**config.mk**
```make
export PLATFORM = sky130hd
export DESIGN_NAME = ssd_core
export DESIGN_NICKNAME = d
export VERILOG_FILES = /design/src/ssd_pkg.sv /design/src/ssd_core.sv
export VERILOG_INCLUDE_DIRS = /design/src
export SDC_FILE = /design/constraint.sdc
export NUM_CORES = 1
export LEC_CHECK = 0
export ABC_AREA = 1
export BUFFER_PORTS_ARGS = -buffer_cell sky130_fd_sc_hd__buf_2
export CAP_MARGIN = 20
export CORE_MARGIN = 1
export CORE_UTILIZATION = 50
export DETAILED_ROUTE_END_ITERATION = 12
export PLACE_DENSITY = 0.77
export SYNTH_ARGS = -nofsm -noshare
export SYNTH_HDL_FRONTEND = slang
export SYNTH_SLANG_ARGS = --single-unit
```
**constraint.sdc**
```tcl
create_clock -name clk -period 1.8 [get_ports clk]
set_clock_uncertainty 0.05 [all_clocks]
set_input_delay 0.27 -clock clk [delete_from_list [all_inputs] [get_ports clk]]
set_output_delay 0.27 -clock clk [all_outputs]
set_load 0.05 [all_outputs]
```
**src/ssd_map.svh**
```systemverilog
// register offsets, field positions and counts for the sync serial unit
// assumes: included by the package and the core by bare name
`ifndef SSD_MAP_SVH
`define SSD_MAP_SVH

// ----------------------------------------------------------------
// register byte offsets
// ----------------------------------------------------------------
`define SSD_ADDR_CTRL    8'h00
`define SSD_ADDR_STATUS  8'h04
`define SSD_ADDR_TXBUF   8'h08
`define SSD_ADDR_RXBUF   8'h0c

// ----------------------------------------------------------------
// field positions and values
// ----------------------------------------------------------------
`define SSD_CTRL_W       5
`define SSD_CTRL_RST     5'h00
`define SSD_MODE_SYNC    2'b00
`define SSD_ST_TBE       0
`define SSD_ST_RBF       1
`define SSD_ST_OVR       2
`define SSD_ST_UDR       3
`define SSD_ST_BUSY      4
`define SSD_WORD_BITS    4'd8
`define SSD_SCLK_HALF    4

`endif

```
**src/ssd_pkg.sv**
```systemverilog
// types shared by the sync serial unit
// assumes: ssd_map.svh sits in the same folder
package ssd_pkg;
  `include "ssd_map.svh"

  // word shifter phase
  typedef enum logic {SSD_IDLE, SSD_SHIFT} ssd_phase_t;

  // software control word
  typedef struct packed {
    logic       idle_line_level;       // level driven on underrun
    logic       ext_clock;             // 1: peer drives shift clock
    logic       double_buffer_enable;  // transmit double buffering
    logic [1:0] serial_mode_select;    // 00 selects sync mode
  } ssd_ctrl_t;

  // whole state of the unit
  typedef struct packed {
    ssd_ctrl_t  ctrl;
    ssd_phase_t phase;
    logic [7:0] tx_buf;
    logic       tx_full;
    logic [7:0] tx_sh;
    logic       tx_loaded;
    logic [7:0] rx_buf;
    logic       rx_full;
    logic [7:0] rx_sh;
    logic [3:0] bit_cnt;
    logic [7:0] div;
    logic       sclk_o;
    logic       sdo;
    logic       udr_word;
    logic       ovr;
    logic       udr;
    logic       txirq;
    logic       rxirq;
    logic [31:0] rdata;
  } ssd_state_t;
endpackage

```
**src/ssd_core.sv**
```systemverilog
// sync serial duplex shift unit, 8-bit words, internal or external shift clock
// assumes: register master on clk; serial pins asynchronous to clk
//
// Functional notes
// RULE_01: external clock receive always double buffered
// RULE_02: receive-done pulse on each buffer transfer
// RULE_03: single buffer internal clock starts on write
// RULE_04: single buffer: rx done, tx done, clock halts
// RULE_05: next exchange needs read and write both
// RULE_06: double buffer internal clock starts on write
// RULE_07: double buffer: tx done, reload next word
// RULE_08: clock stalls on empty tx or full rx
// RULE_09: resume after read and new write
// RULE_10: external clock rx double buffered regardless
// RULE_11: external single buffer shifts buffered word out
// RULE_12: external clock rx done on buffer transfer
// RULE_13: software writes tx before next word clocks
// RULE_14: software reads rx before next word ends
// RULE_15: external double buffer tx done on reload
// RULE_16: peer clock shifts out and in together
// RULE_17: overrun when rx unread at last bit
// RULE_18: underrun drives idle level, sets flag
// RULE_19: sync mode when mode select is 00
// RULE_20: words are eight bits
// RULE_21: interrupts are one-cycle pulses
`timescale 1ns/10ps
`include "ssd_map.svh"

module ssd_core
  import ssd_pkg::*;
#(
  parameter int SCLK_HALF = `SSD_SCLK_HALF  // clk cycles per half shift clock
) (
  input  wire logic        clk,
  input  wire logic        rst,
  input  wire logic [7:0]  addr,
  input  wire logic [31:0] wdata,
  input  wire logic        wr,
  input  wire logic        rd,
  output logic      [31:0] rdata,
  input  wire logic        shift_clock_pin_in,
  output logic             shift_clock_pin_out,
  output logic             shift_clock_pin_oe,
  input  wire logic        serial_in_pin,
  output logic             serial_out_pin,
  output logic             rx_done_irq,
  output logic             tx_done_irq
);

  // ----------------------------------------------------------------
  // pin synchronisers
  // ----------------------------------------------------------------
  logic       sck_m;       // clock pin, first stage
  logic       sck_s;       // clock pin, synced
  logic       sck_d;       // synced clock, delayed for edges
  logic       sdi_m;       // data pin, first stage
  logic       sdi_s;       // data pin, synced

  // two flops on every pin, third for edge finding
  always_ff @(posedge clk) begin
    if (rst) begin
      sck_m <= 1'b1;
      sck_s <= 1'b1;
      sck_d <= 1'b1;
      sdi_m <= 1'b0;
      sdi_s <= 1'b0;
    end else begin
      sck_m <= shift_clock_pin_in;
      sck_s <= sck_m;
      sck_d <= sck_s;
      sdi_m <= serial_in_pin;
      sdi_s <= sdi_m;
    end
  end

  // ----------------------------------------------------------------
  // main state
  // ----------------------------------------------------------------
  ssd_state_t st;        // registered state
  ssd_state_t next_st;   // next state
  logic       mode_ok;   // sync mode selected
  logic       ext;       // peer drives the clock
  logic       dbe;       // double buffering on
  logic       fall;      // shift clock falling edge
  logic       rise;      // shift clock rising edge
  logic       rd_rx;     // receive buffer read this cycle
  logic       wr_tx;     // transmit buffer write this cycle
  logic       rx_busy;   // rx buffer still unread after this cycle
  logic       tick;      // half period of internal clock elapsed

  assign mode_ok = (st.ctrl.serial_mode_select == `SSD_MODE_SYNC);  // RULE_19
  assign ext     = st.ctrl.ext_clock;
  assign dbe     = st.ctrl.double_buffer_enable;
  assign rd_rx   = rd && (addr == `SSD_ADDR_RXBUF);
  assign wr_tx   = wr && (addr == `SSD_ADDR_TXBUF);
  assign rx_busy = st.rx_full && !rd_rx;
  assign tick    = (st.div == 8'(SCLK_HALF - 1));

  // status word as software sees it
  function automatic logic [31:0] status_word(input ssd_state_t s);
    logic [31:0] w;
    w = 32'h0;
    w[`SSD_ST_TBE]  = !s.tx_full;              // tx_buffer_empty_flag
    w[`SSD_ST_RBF]  = s.rx_full;               // rx_buffer_full_flag
    w[`SSD_ST_OVR]  = s.ovr;
    w[`SSD_ST_UDR]  = s.udr;
    w[`SSD_ST_BUSY] = (s.phase == SSD_SHIFT);  // word in flight
    return w;
  endfunction

  // next state: bus, buffers, shifter
  always_comb begin
    next_st = st;
    next_st.txirq = 1'b0;               // RULE_21
    next_st.rxirq = 1'b0;               // RULE_21
    next_st.rdata = 32'h0;
    fall = 1'b0;
    rise = 1'b0;

    // register reads, answered next cycle
    if (rd) begin
      unique case (addr)
        `SSD_ADDR_CTRL:   next_st.rdata = {27'h0, st.ctrl};
        `SSD_ADDR_STATUS: next_st.rdata = status_word(st);
        `SSD_ADDR_RXBUF:  next_st.rdata = {24'h0, st.rx_buf};
        default:          next_st.rdata = 32'h0;  // unmapped reads zero
      endcase
    end
    // register writes
    if (wr && addr == `SSD_ADDR_CTRL) begin
      next_st.ctrl = wdata[`SSD_CTRL_W-1:0];
    end
    if (wr && addr == `SSD_ADDR_STATUS) begin
      // write one clears; a set below wins
      if (wdata[`SSD_ST_OVR]) begin
        next_st.ovr = 1'b0;
      end
      if (wdata[`SSD_ST_UDR]) begin
        next_st.udr = 1'b0;
      end
    end
    if (rd_rx) begin
      next_st.rx_full = 1'b0;
    end
    if (wr_tx) begin
      next_st.tx_buf  = wdata[7:0];
      next_st.tx_full = 1'b1;
    end

    // edge source: synced pin or own divider
    if (ext) begin
      fall = sck_d && !sck_s;
      rise = !sck_d && sck_s;
    end else if (st.phase == SSD_SHIFT && tick) begin
      fall = st.sclk_o;
      rise = !st.sclk_o;
    end

    unique case (st.phase)
      SSD_IDLE: begin
        next_st.bit_cnt = 4'd0;
        next_st.div     = 8'd0;
        next_st.sclk_o  = 1'b1;
        if (!mode_ok) begin
          // unit parked outside sync mode
        end else if (ext) begin
          // with double buffering on, an empty shifter takes a fresh word at once
          if (dbe && !st.tx_loaded && next_st.tx_full) begin
            next_st.tx_sh     = next_st.tx_buf;         // RULE_15
            next_st.tx_full   = 1'b0;
            next_st.tx_loaded = 1'b1;
            next_st.txirq     = 1'b1;
          end
          if (fall) begin
            next_st.phase    = SSD_SHIFT;               // RULE_16
            next_st.udr_word = 1'b0;
            if (st.tx_loaded) begin
              next_st.sdo = st.tx_sh[0];
            end else if (!dbe && st.tx_full) begin
              next_st.tx_sh     = st.tx_buf;            // RULE_11
              next_st.tx_full   = wr_tx;
              next_st.tx_loaded = 1'b1;
              next_st.sdo       = st.tx_buf[0];
            end else begin
              next_st.udr      = 1'b1;                  // RULE_18
              next_st.udr_word = 1'b1;
              next_st.sdo      = st.ctrl.idle_line_level;  // RULE_18
            end
          end
        end else if (!st.rx_full && (st.tx_full || (dbe && st.tx_loaded))) begin
          // internal clock: start once tx waits and rx is free
          next_st.phase    = SSD_SHIFT;      // RULE_03 RULE_05 RULE_06 RULE_09
          next_st.udr_word = 1'b0;
          if (st.tx_loaded) begin
            next_st.sdo = st.tx_sh[0];
          end else begin
            next_st.tx_sh     = st.tx_buf;
            next_st.tx_full   = wr_tx;
            next_st.tx_loaded = 1'b1;
            next_st.sdo       = st.tx_buf[0];
          end
        end
      end
      SSD_SHIFT: begin
        // internal divider drives the pin clock
        if (!ext) begin
          next_st.div = tick ? 8'd0 : st.div + 8'd1;
          if (tick) begin
            next_st.sclk_o = !st.sclk_o;
          end
        end
        // later bits change on falling edges
        if (fall && st.bit_cnt != 4'd0) begin
          next_st.tx_sh = {1'b0, st.tx_sh[7:1]};
          next_st.sdo   = st.udr_word ? st.ctrl.idle_line_level : st.tx_sh[1];
        end
        // sample on rising edges
        if (rise) begin
          next_st.rx_sh   = {sdi_s, st.rx_sh[7:1]};                 // RULE_16
          next_st.bit_cnt = st.bit_cnt + 4'd1;
          if (st.bit_cnt == `SSD_WORD_BITS - 4'd1) begin            // RULE_20
            next_st.phase     = SSD_IDLE;                           // RULE_04 RULE_08
            next_st.tx_loaded = 1'b0;
            if (rx_busy) begin
              next_st.ovr = 1'b1;                                   // RULE_17
            end else begin
              next_st.rx_buf  = {sdi_s, st.rx_sh[7:1]};  // RULE_01 RULE_10
              next_st.rx_full = 1'b1;
              next_st.rxirq   = 1'b1;                    // RULE_02 RULE_12
            end
            if (!st.udr_word && !(ext && dbe)) begin
              next_st.txirq = 1'b1;                      // RULE_04 RULE_11
            end
            if (dbe && next_st.tx_full) begin
              next_st.tx_sh     = next_st.tx_buf;        // RULE_07 RULE_15
              next_st.tx_full   = 1'b0;
              next_st.tx_loaded = 1'b1;
              next_st.txirq     = 1'b1;                  // RULE_07 RULE_15
            end
          end
        end
        if (!mode_ok) begin
          next_st.phase = SSD_IDLE;    // abandon word on mode change
        end
      end
    endcase
  end

  // state register
  always_ff @(posedge clk) begin
    if (rst) begin
      st         <= '0;
      st.ctrl    <= `SSD_CTRL_RST;
      st.phase   <= SSD_IDLE;
      st.sclk_o  <= 1'b1;
    end else begin
      st <= next_st;
    end
  end

  // ----------------------------------------------------------------
  // outputs
  // ----------------------------------------------------------------
  assign rdata               = st.rdata;
  assign shift_clock_pin_out = st.sclk_o;
  assign shift_clock_pin_oe  = mode_ok && !ext;   // drive only when clock is ours
  assign serial_out_pin      = st.sdo;
  assign rx_done_irq         = st.rxirq;          // RULE_21
  assign tx_done_irq         = st.txirq;          // RULE_21

endmodule

```
# After elaboration in Yosys (flattened, before gate mapping)
# Cells that the tools add are included.
# W data, S select, Z words.
[op_classes] shift=0 mux=65 n_div=0 n_bitwise=5 addsub=2 eq_ne=15 n_mul=0 magnitude_cmp=0 n_reduce_logical=43
[op_table] op="$mux W10" count=9
[op_table] op="$mux W9" count=4
[op_table] op="$mux W1" count=34
[op_table] op="$mux W31" count=1
[op_table] op="$pmux W14 S2" count=1
[op_table] op="$pmux W8 S3" count=1
[op_table] op="$pmux W10 S2" count=1
[op_table] op="$mux W19" count=1
[op_table] op="$logic_and A1 B1 Y1" count=18
[op_table] op="$mux W2" count=9
[op_table] op="$eq A8 B4 Y1 const B" count=2
[op_table] op="$mux W8" count=2
[op_table] op="$reduce_and A4 Y1" count=4
[op_table] op="$logic_not A1 Y1" count=11
[op_table] op="$ne A2 B1 Y1 const B" count=5
[op_table] op="$ne A3 B3 Y1 const B" count=3
[op_table] op="$add A8 B1 Y8 const B" count=1
[op_table] op="$eq A8 B2 Y1 const B" count=1
[op_table] op="$eq A8 B3 Y1 const B" count=1
[op_table] op="$logic_not A8 Y1" count=1
[op_table] op="$not A1 Y1" count=5
[op_table] op="$add A4 B1 Y4 const B" count=1
[op_table] op="$eq A4 B3 Y1 const B" count=1
[op_table] op="$ne A2 B2 Y1 const B" count=2
[op_table] op="other kinds (9)" count=11
[word_totals] ram_bits=0 in_bits=46 mem_bits_ro=0 latch_bits=0 elab_cells=157 register_bits=97 output_inout_bits=37 n_memories=0

# Logic depth before layout (Yosys ltp)
# Gate-level depths: netlist of run 1.
[logic_depth] ltp_word=11 ltp_mapped=14 mapped_depth_nobuf=13

# Least setup slack after synthesis of run 1
# Ideal clock, no wire load.
[synth_timing] kind="register to register" from="register st[39] in the netlist's numbering" to="register st[66] in the netlist's numbering" required_time_ns=1.634 setup_time_ns=0.116 path_buffers=1 arrival_time_ns=1.534 path_stages_with_launch=12 synth_period_minus_slack_ns=1.700 slack_ns=0.100 cell_sequence="dfxtp_1 ha_1 nand3_1 nor2_2 nand3_2 nand2_4 nand2_4 nor2_8 nand2_2 buf_6 o21ai_1 a21oi_1"
[synth_via] elab_chain_len=5
[synth_rtl] element="start, declared" line="ssd_core.sv:79" rtl="ssd_state_t st;"
[synth_rtl] element="start signal, assigned" line="ssd_core.sv:257" rtl="st <= next_st;"
[synth_rtl] element="$eq A8 B2 Y1" line="ssd_core.sv:97" rtl="assign tick = (st.div == 8'(SCLK_HALF - 1));"
[synth_rtl] element="$logic_and A1 B1 Y1" line="ssd_core.sv:154" rtl="end else if (st.phase == SSD_SHIFT && tick) begin"
[synth_rtl] element="$mux W1" line="ssd_core.sv:154"
[synth_rtl] element="$mux W1" line="ssd_core.sv:151" rtl="if (ext) begin"
[synth_rtl] element="$reduce_and A4 Y1 (no line)"
# Every way passes these cells.
# A chain may end at the register's enable or synchronous reset.

# Worst setup path after layout of run 1
[layout_timing] from="register st (netlist bit dbe)" to="register st[70] in the netlist's numbering"
[layout_via] elab_chain_len=9 word_cells_on_any_way=20 classes_between="eq/ne (1); mux (10); reduce/logical (9)"
[layout_rtl] element="$logic_and A1 B1 Y1 (2 in series)" line="ssd_core.sv:168" rtl="if (dbe && !st.tx_loaded && next_st.tx_full) begin"
[layout_rtl] element="$mux W10" line="ssd_core.sv:168"
[layout_rtl] element="$mux W10" line="ssd_core.sv:179" rtl="end else if (!dbe && st.tx_full) begin"
[layout_rtl] element="$mux W10" line="ssd_core.sv:177" rtl="if (st.tx_loaded) begin"
[layout_rtl] element="$mux W10" line="ssd_core.sv:174" rtl="if (fall) begin"
[layout_rtl] element="$mux W10" line="ssd_core.sv:166" rtl="end else if (ext) begin"
[layout_rtl] element="$mux W10" line="ssd_core.sv:164" rtl="if (!mode_ok) begin"
[layout_rtl] element="$pmux W10 S2" line="ssd_core.sv:159" rtl="unique case (st.phase)"
# Parallel ways exist; a longest one is shown, timed or not. The select of a mux whose other input is x is not followed.

==> results of run 1 <==
## cell families (layout without fill, tap and decap cells)
group,Yosys count,in the layout
AO/OA/AOI/OAI,110,110
XOR/XNOR,3,3
adder cells (fa/ha/maj),3,3
buffers and inverters,135,183
flip-flops,72,72
other,1,24
AND/OR/NAND/NOR,266,266
## state kept, by name (all words and copies together), names as in the netlist
signal               cells
tx_done_irq              1
ext                      1
sck_d                    1
st                      53
sck_m                    1
sdi_m                    1
sdi_s                    1
dbe                      1
sck_s                    1
rx_done_irq              1
rdata                    8
serial_out_pin           1
shift_clock_pin_out      1
## cells in the final DEF, fill, tap and decap left out, drive strengths merged
| cell type | n |
|---|---|
| o31ai | 1 |
| xor2 | 3 |
| o211ai | 2 |
| clkbuf | 10 |
| conb | 24 |
| clkinv | 5 |
| ha | 3 |
| nor2 | 74 |
| a31oi | 8 |
| dfxtp | 72 |
| o21ai | 39 |
| or2 | 4 |
| a21oi | 55 |
| o22ai | 3 |
| buf | 77 |
| nand4 | 9 |
| nor4 | 1 |
| o221ai | 1 |
| bufinv | 1 |
| nand2 | 122 |
| inv | 89 |
| clkinvlp | 1 |
| nor3 | 12 |
| o21a | 1 |
| nand3 | 44 |
## final timing paths
check	slack (ps)	end	from
setup / recovery	40	st[70]$_SDFFE_PP0P_	dbe$_SDFFE_PP0P_
hold reg to reg	360	sdi_s$_SDFF_PP0_	sdi_m$_SDFF_PP0_
hold / removal	60	sck_m$_SDFF_PP1_	shift_clock_pin_in
setup reg to reg	40	st[70]$_SDFFE_PP0P_	dbe$_SDFFE_PP0P_
## what timing repair did
| action | 4_1_cts | 5_1_grt |
|---|---|---|
| resized for setup | 4 | 29 |
| pin swaps | 2 | 21 |
| setup buffers | 1 | 3 |
| setup endpoints to repair | 3 | 28 |
| hold buffers | 0 | 0 |
## layer usage
| layer | wire, um | GRT usage, % | vias up |
|---|---|---|---|
| met5 | 0 | 0 | - |
| met4 | 116 | 9.52 | 0 |
| met3 | 668 | 4.52 | 14 |
| met2 | 4830 | 41.5 | 154 |
| met1 | 4280 | 30.8 | 1776 |
| li1 | - | - | 1964 |
## final cells by class
cell class | instances | area (um2) | area share [%]
clock buffer | 10 | 128 | 2.71
clock inverter | 6 | 68.8 | 1.46
inverter | 90 | 342 | 7.26
multi-input combinational | 406 | 2090 | 44.3
sequential | 72 | 1450 | 30.8
tap | 102 | 128 | 2.71
timing repair buffer | 77 | 503 | 10.7
## stage by stage
step / instances / util (%) / setup TNS (ps)
6_report: 763 / 60.9 / 0
5_1_grt: 763 / 60.9 / -147
4_1_cts: 760 / 59.2 / 0
3_5_place_dp: 743 / 56.4 / -28.6
3_3_place_gp: 743 / 56.4 / 0
2_1_floorplan: 613 / - / 0
## power by group through the flow
stage          sequential (uW)  clock [uW]  combinational [uW]
6_report                  1600        1270                 232
5_1_grt                   1600        1390                 250
4_1_cts                   1600        1300                 230
3_5_place_dp              1640           0                 229
3_3_place_gp              1640           0                 226
2_1_floorplan             1640           0                 210
==> impl_metrics.py, run 1 <==
metrics = {
    "outcome": {
        "run_status": "complete, no violations",
    },
    "critical_path": {
        "critical_path_cell_count": 12,
        "critPathKind": "flop to flop",
        "timing.critical_path.from_type": "flop",
        "ff2ff_path_depth": 12,
        "crit_path_cell_trace": "inv_1 > nand2_1 > nor2_2 > buf_4 > a21oi_2 > inv_1 > nand2_1 > nand3_1 > nand2_1 > nand3_2 > nand2_1 > inv_1",
        "worst_path_most_repeated_cell": "sky130_fd_sc_hd__nand2_1",
        "crit_buf_inv": 4,
        "timing.critical_path.slowest_cell_delay_ps": 380,
        "critical_path_peak_fanout": 6,
        "arrival_ps": 1960,
        "critical_path_required_ps": 2000,
        "kind_of_cell_with_the_highest_combined_delay_on_the_critical_path": "simple AND/OR/NAND/NOR gates",
        "cp_slowest_cell": "sky130_fd_sc_hd__dfxtp_1",
        "timing.critical_path.to_type": "flop",
    },
    "clock_network": {
        "clk_pin_slew_worst_paths_ps": 80,
        "numCtsBuffers": 9,
        "cts_num_sinks": 72,
        "tritoncts": "built",
        "clock-root-buffer": "sky130_fd_sc_hd__clkbuf_8",
        "h-tree-depth": 3,
        "clk_latency_ps": 340,
        "clockBufferDepth": 2,
    },
    "synth": {
        "synth_top_area_share_pct": 36.1,
        "synthesis.area_per_instance_um2": 6.76,
        "yosys.area.top_type": "sky130_fd_sc_hd__dfxtp_1",
        "ys_top_cells_by_count": "sky130_fd_sc_hd__nand2_1, sky130_fd_sc_hd__inv_1, sky130_fd_sc_hd__dfxtp_1",
        "syn-instance-count": 590,
        "netlist_top_cells_area": "sky130_fd_sc_hd__dfxtp_1, sky130_fd_sc_hd__nand2_1, sky130_fd_sc_hd__inv_1",
        "dominant_combinational_cell_family_by_area_after_synthesis": "simple AND/OR/NAND/NOR gates",
        "muxShareOfSynthArea_pct": 0,
        "ys_types": 43,
        "ys_warn_count": 0,
        "synth_enable_flop_cells": 0,
        "netlist_area_um2": 3990,
        "xor_xnor_share_of_the_synthesized_area_pct": 0.659,
        "async_flop_share_pct": 0,
        "yosysSeqAreaShare_pct": 36.1,
        "synth-simple-area-share_pct": 30.4,
        "synthMostInstantiatedCell": "sky130_fd_sc_hd__nand2_1",
        "dominantRegCellSynth": "sky130_fd_sc_hd__dfxtp_1",
        "yosys.area_share.adder_pct": 0.941,
        "synth.ff_latch_count": 72,
        "compound_gate_portion_of_the_synthesized_area_pct": 15.5,
    },
    "power_and_ir_drop": {
        "p_clk_share_pct": 41.0,
        "ir_worst_vdd_mv": 0.348,
        "areal_power_density_over_the_cells_nw_per_um2": 660,
        "power.leakage_uw": 0.00212,
        "p_int_uw": 2290,
        "swShare_pct": 26.2,
        "total_switching_power_uw": 814,
        "share_comb_of_total_power_pct": 7.5,
        "tot_pwr_uw": 3110,
        "power_frac_seq_pct": 51.5,
    },
    "drt": {
        "first_pass_iters": 5,
        "totalWireLength_um": 9900,
        "ant_nets": 0,
        "detail_route.vias_per_cell": 5.12,
        "drt_first_iter_violations": 425,
        "vias": 3908,
        "drt-wirelength-per-cell_um": 13.0,
        "post-route-drc-count": 0,
    },
    "timing": {
        "max_freq_ghz": 0.567,
        "final-hold-violation-count": 0,
        "hold_ws_ps": 57.2,
        "period_share_pct": 97.9,
        "final-setup-viol-count": 0,
        "rsz0062_at_grt": "true",
        "timing.final.max_slew_violations": 0,
        "final.setup.worst_slack_ps": 37.1,
        "final.min_clock_period_ps": 1760,
    },
    "cells_and_area": {
        "final_cell_area_um2": 4710,
        "filler_cell_count": 698,
        "insertedDiodeCount": 0,
        "area_overhead_of_the_layout_relative_to_synthesis_pct": 18.0,
        "final_layout_size_suffix_gt1_share_pct": 22.7,
        "finalNetCount": 705,
    },
    "job": {
        "max-cap-violations": 0,
    },
    "floorplanning": {
        "die_ar_um2": 8340,
        "die_width_um": 91.3,
        "placement_rows": 32,
        "io_pins": 83,
        "floorplan.initialDensity_pct": 51.6,
        "chipHeight_um": 91.3,
        "fp.coreArea_um2": 7730,
    },
    "place": {
        "pre_cts_ws_ps": -17.4,
        "post_dp_cell_area_um2": 4360,
        "port_bufs": 34,
        "finalWeightedCongestion": 0.917,
        "half_perimeter_wire_length_after_detailed_placement_um": 7160,
    },
    "global_routing": {
        "via_count_of_the_first_global_routing_pass": 3629,
        "grt_max_degree": 25,
        "grt_overflow_total": 0,
        "grt_pass1_wl_um": 16400,
        "groute.usage.overall_pct": 24.5,
        "antenna_found_initial": 0,
    },
    "min_path": {
        "worstHoldPathType": "primary input to flop",
        "hold_depth": 2,
    },
}
(Power assumes the default switching activity.)
==> inputs of run 2 (changes only) <==
Settings changed: CELL_PAD_IN_SITES_DETAIL_PLACEMENT set to 0, CELL_PAD_IN_SITES_GLOBAL_PLACEMENT set to 1, CORE_UTILIZATION 50 to 35, PLACE_DENSITY 0.77 to not set, PLACE_DENSITY_LB_ADDON set to 0.1.
==> impl_metrics.py, run 2 (synthesized netlist as in run 1, its figures left out) <==
metrics = {
    "critical_path": {
        "worst_path_most_repeated_cell": "sky130_fd_sc_hd__nand2_4",
        "kind_of_cell_with_the_highest_combined_delay_on_the_critical_path": "simple AND/OR/NAND/NOR gates",
        "crit_path_cell_trace": "ha_4 > nand3_4 > nor2_4 > nand3_2 > nand2_4 > nand2_4 > nor2_4 > buf_12 > nand2_4 > nand2_4 > nand2_2 > nand3_2 > nand2_2 > inv_1",
        "arrival_ps": 1940,
        "timing.critical_path.slowest_cell_delay_ps": 350,
        "critical_path_required_ps": 2040,
        "timing.critical_path.to_type": "flop",
        "regToRegStartpoint": "st[39]$_SDFFE_PP0P_",
        "timing.critical_path.from_type": "flop",
        "critPathKind": "flop to flop",
        "cp_slowest_cell": "sky130_fd_sc_hd__dfxtp_2",
        "crit_buf_inv": 2,
        "cp-startpoint": "st[39]$_SDFFE_PP0P_",
        "critical_path_peak_fanout": 8,
    },
    "cells_and_area": {
        "most_used_cells_in_the_layout_excluding_fill_and_tap_cells": "sky130_fd_sc_hd__nand2_1, sky130_fd_sc_hd__inv_1, sky130_fd_sc_hd__dfxtp_1",
        "regMostFlops": "st",
        "final_layout_size_suffix_gt1_share_pct": 26.6,
        "area_overhead_of_the_layout_relative_to_synthesis_pct": 27.7,
        "largest_register_ffs": 53,
        "filler_cell_count": 1146,
        "fin_cells": 825,
        "layout.cells.most_common": "sky130_fd_sc_hd__nand2_1",
        "insertedDiodeCount": 0,
        "finalNetCount": 729,
        "finish.utilization_pct": 46.4,
    },
    "power_and_ir_drop": {
        "tot_pwr_uw": 3670,
        "total_switching_power_uw": 940,
        "p_clk_share_pct": 49.9,
        "share_comb_of_total_power_pct": 6.5,
        "ir_worst_vdd_mv": 0.502,
        "power_frac_seq_pct": 43.7,
        "areal_power_density_over_the_cells_nw_per_um2": 721,
        "swShare_pct": 25.6,
        "p_int_uw": 2730,
        "power.leakage_uw": 0.00232,
    },
    "global_routing": {
        "groute.usage.overall_pct": 20.0,
        "via_count_of_the_first_global_routing_pass": 3607,
        "antenna_found_initial": 0,
        "grt_pass1_wl_um": 17800,
        "grt_overflow_total": 0,
        "grt_max_degree": 29,
    },
    "clock_network": {
        "h-tree-depth": 3,
        "cts_num_sinks": 72,
        "clk_pin_slew_worst_paths_ps": 60,
        "clk_latency_ps": 350,
        "clock-root-buffer": "sky130_fd_sc_hd__clkbuf_16",
        "tritoncts": "built",
        "clockBufferDepth": 2,
        "cts-hold-fix-buffers": 0,
        "numCtsBuffers": 9,
    },
    "drt": {
        "vias": 3835,
        "drt-wirelength-per-cell_um": 13.0,
        "drt_first_iter_violations": 176,
        "post-route-drc-count": 0,
        "totalWireLength_um": 10800,
        "first_pass_iters": 4,
        "ant_nets": 0,
        "detail_route.vias_per_cell": 4.65,
    },
    "timing": {
        "final-setup-viol-count": 0,
        "final.min_clock_period_ps": 1690,
        "rsz0062_at_grt": "true",
        "max_freq_ghz": 0.591,
        "final-hold-violation-count": 0,
        "timing.final.max_slew_violations": 0,
        "period_share_pct": 94.1,
        "setup_total_negative_slack_ps": 0,
    },
    "min_path": {
        "hold_path.startpoint": "serial_in_pin",
        "worstHoldPathType": "primary input to flop",
    },
    "floorplanning": {
        "die_width_um": 109,
        "floorplan.initialDensity_pct": 36.3,
        "fp.coreArea_um2": 11000,
        "io_pins": 83,
        "die_ar_um2": 11800,
        "chipHeight_um": 109,
        "placement_rows": 38,
    },
    "place": {
        "dp.cells": 803,
        "finalWeightedCongestion": 0.872,
        "half_perimeter_wire_length_after_detailed_placement_um": 8110,
        "port_bufs": 34,
    },
    "outcome": {
        "run_status": "complete, no violations",
    },
    "job": {
        "max-cap-violations": 0,
    },
}
-- run 2: cell types whose count changed in the layout (fill, tap and decap cells not counted), moves of 3 or more --
cell / change
sky130_fd_sc_hd__nand2_1: -3
sky130_fd_sc_hd__clkbuf_8: -9
sky130_fd_sc_hd__nand2_4: +3
sky130_fd_sc_hd__nand3_2: +4
sky130_fd_sc_hd__nand3_1: -3
sky130_fd_sc_hd__buf_4: +21
sky130_fd_sc_hd__clkbuf_16: +9
-- run 2: area by class of cell --
type                       instances  area (um2)  share of cell area (%)
clock buffer                       9         225                    4.42
clock inverter                     7        77.6                    1.52
inverter                          90         342                    6.70
multi-input combinational        406        2120                    41.6
sequential                        72        1450                    28.4
tap                              140         175                    3.44
timing repair buffer             101         712                    14.0
-- run 2: path summary, 6_finish.rpt --
kind	end	slack [ps]	cells past startpoint
min reg2reg	sck_s$_SDFF_PP1_	360	1
max	st[72]$_SDFFE_PP0P_	110	14
max reg2reg	st[72]$_SDFFE_PP0P_	110	14
min	sdi_m$_SDFF_PP0_	70	3
-- run 2: repair_timing --
| action | CTS | global route |
|---|---|---|
| setup endpoints to repair | 8 | 29 |
| resized for setup | 6 | 35 |
| cloned | 0 | 0 |
| pin swaps | 4 | 12 |
| buffers inserted | 3 | 3 |
-- run 2: per-stage QoR --
| step | worst slack, ps | hold slack, ps | area [um2] |
|---|---|---|---|
| floorplan | 100 | 324 | 4080 |
| global placement | -33.6 | 345 | 4590 |
| detailed placement | -41.4 | 348 | 4590 |
| CTS | 34.6 | 73.3 | 4940 |
| global route | -36.2 | 74.6 | 5100 |
| finish | 107 | 74.3 | 5100 |
-- run 2: tightest hold or removal path, delay by kind of cell --
family | cells | cell delay [ps]
AND/OR/NAND/NOR | 1 | 60
buffers and inverters | 2 | 100
-- run 2: layer usage --
layer  vias up  part of all wire [%]  track usage [%]
met3        16                   3.9             3.41
li1       2012                     -                -
met5         -                     0                0
met4         0                   2.5             9.75
met1      1735                    50             27.3
met2        72                    44             30.5
-- run 2: power groups by stage --
stage | Clock [uW] | Combinational [uW] | Sequential, uW
6_report | 1830 | 237 | 1600
5_1_grt | 1950 | 258 | 1600
4_1_cts | 1880 | 236 | 1600
3_5_place_dp | 0 | 236 | 1640
3_3_place_gp | 0 | 235 | 1640
2_1_floorplan | 0 | 210 | 1640
==> inputs of run 3 (changes only) <==
Settings changed: CORE_UTILIZATION 35 to 36, CTS_BUF_LIST set to sky130_fd_sc_hd__clkbuf_4.
==> impl_metrics.py, run 3 (synthesized netlist as in run 1, its figures left out) <==
metrics = {
    "outcome": {
        "run_status": "complete, no violations",
    },
    "drt": {
        "drt-wirelength-per-cell_um": 13.0,
        "drt_first_iter_violations": 194,
        "detail_route.vias_per_cell": 4.70,
        "vias": 3825,
        "ant_nets": 0,
        "post-route-drc-count": 0,
        "first_pass_iters": 5,
        "totalWireLength_um": 10500,
    },
    "cells_and_area": {
        "regMostFlops": "st",
        "final_cell_area_um2": 4910,
        "fin_cells": 813,
        "finalNetCount": 717,
        "layout.cells.most_common": "sky130_fd_sc_hd__nand2_1",
        "most_used_cells_in_the_layout_excluding_fill_and_tap_cells": "sky130_fd_sc_hd__nand2_1, sky130_fd_sc_hd__inv_1, sky130_fd_sc_hd__dfxtp_1",
        "area_overhead_of_the_layout_relative_to_synthesis_pct": 23.0,
        "final_layout_size_suffix_gt1_share_pct": 26.4,
        "insertedDiodeCount": 0,
        "filler_cell_count": 1160,
        "largest_register_ffs": 53,
    },
    "global_routing": {
        "grt_pass1_wl_um": 17300,
        "antenna_found_initial": 0,
        "grt_max_degree": 22,
        "groute.usage.overall_pct": 19.6,
        "grt_overflow_total": 0,
        "via_count_of_the_first_global_routing_pass": 3608,
    },
    "timing": {
        "final-hold-violation-count": 0,
        "final.setup.worst_slack_ps": 96.2,
        "setup_total_negative_slack_ps": 0,
        "period_share_pct": 94.7,
        "final.min_clock_period_ps": 1700,
        "max_freq_ghz": 0.587,
        "rsz0062_at_grt": "true",
        "timing.final.max_slew_violations": 0,
        "final-setup-viol-count": 0,
    },
    "clock_network": {
        "tritoncts": "built",
        "clockBufferDepth": 2,
        "clk_pin_slew_worst_paths_ps": 130,
        "clock-root-buffer": "sky130_fd_sc_hd__clkbuf_4",
        "numCtsBuffers": 9,
        "clk_latency_ps": 440,
        "cts_num_sinks": 72,
        "h-tree-depth": 3,
    },
    "critical_path": {
        "critical_path_cell_count": 5,
        "worst-r2r-setup-slack_ps": 100,
        "timing.critical_path.slowest_cell_delay_ps": 380,
        "arrival_ps": 1380,
        "kind_of_cell_with_the_highest_combined_delay_on_the_critical_path": "flip-flops",
        "timing.critical_path.from_type": "flop",
        "critical_path_peak_fanout": 3,
        "critPathKind": "flop to output pin",
        "regToRegStartpoint": "st[77]$_SDFF_PP0_",
        "crit_buf_inv": 3,
        "cp-startpoint": "st[87]$_SDFFE_PP0P_",
        "capturing_instance_or_port_of_the_critical_path": "shift_clock_pin_oe",
        "timing.critical_path.to_type": "output pin",
        "ff2ff_path_depth": 10,
        "critical_path_required_ps": 1480,
        "worst_path_most_repeated_cell": "sky130_fd_sc_hd__nor2_4",
        "cp_slowest_cell": "sky130_fd_sc_hd__dfxtp_4",
        "reg2reg_to": "st[71]$_SDFFE_PP0P_",
        "crit_path_cell_trace": "nor2_4 > inv_1 > buf_4 > nor2_4 > buf_6",
    },
    "floorplanning": {
        "die_width_um": 107,
        "chipHeight_um": 107,
        "fp.coreArea_um2": 10800,
        "floorplan.initialDensity_pct": 36.8,
        "placement_rows": 38,
        "io_pins": 83,
        "die_ar_um2": 11500,
    },
    "place": {
        "post_dp_cell_area_um2": 4530,
        "dp.cells": 794,
        "port_bufs": 34,
        "finalWeightedCongestion": 0.842,
        "pre_cts_ws_ps": -66.7,
        "half_perimeter_wire_length_after_detailed_placement_um": 8000,
    },
    "min_path": {
        "worstHoldPathType": "primary input to flop",
    },
    "power_and_ir_drop": {
        "ir_worst_vdd_mv": 0.303,
        "areal_power_density_over_the_cells_nw_per_um2": 597,
        "power.leakage_uw": 0.00220,
    },
    "job": {
        "max-cap-violations": 0,
    },
}
run 3: worst min path at each step:
| stage | end | cells after the start | start |
|---|---|---|---|
| after detailed placement | sdi_s$_SDFF_PP0_ | 2 | sdi_m$_SDFF_PP0_ |
| after CTS | st[87]$_SDFFE_PP0P_ | 3 | wdata[0] |
| after floorplan | sck_m$_SDFF_PP1_ | 1 | shift_clock_pin_in |
| final | st[48]$_SDFFE_PP0N_ | 2 | rst |
| after global placement | sdi_s$_SDFF_PP0_ | 2 | sdi_m$_SDFF_PP0_ |
| after global routing | st[48]$_SDFFE_PP0N_ | 2 | rst |
run 3: what timing repair did:
action                                 4_1_cts  5_1_grt
hold buffers                                 2        0
gates resized for setup                     12       46
setup endpoints to repair                   15       31
pin swaps                                    2       15
endpoints found under the hold margin        2        0
buffers inserted                             1        0
run 3: routing by layer:
| layer | up-vias | track usage (%) | part of all wire [%] |
|---|---|---|---|
| met4 | 0 | 8.12 | 1.8 |
| met5 | - | 0 | 0 |
| met2 | 107 | 30.9 | 44 |
| li1 | 1992 | - | - |
| met3 | 12 | 3.39 | 5.7 |
| met1 | 1714 | 26.2 | 48 |
run 3: cell type report:
type | instances | area [um2] | share of cell area [%]
multi-input cells | 406 | 2160 | 44.0
flip-flops and latches | 72 | 1450 | 29.6
repair buffers | 89 | 636 | 13.0
inverters | 90 | 342 | 6.96
well taps | 140 | 175 | 3.57
clock buffers | 10 | 75.1 | 1.53
clock inverters | 6 | 67.6 | 1.38
run 3: power by group:
part           total, uW  switching (uW)  internal [uW]  leakage [uW]
Sequential          1600            4.02           1600      0.000585
Clock               1090             642            446     0.0000734
Combinational        239             188           50.8       0.00154
run 3: metrics by stage:
stage | total power (uW) | utilization (%) | hold slack, ps
2_1_floorplan | 1850 | - | 324
3_3_place_gp | 1870 | 41.8 | 343
3_5_place_dp | 1870 | 41.8 | 353
4_1_cts | 2970 | 43.7 | 68.9
5_1_grt | 3060 | 45.3 | 79.6
6_report | 2930 | 45.3 | 85.3
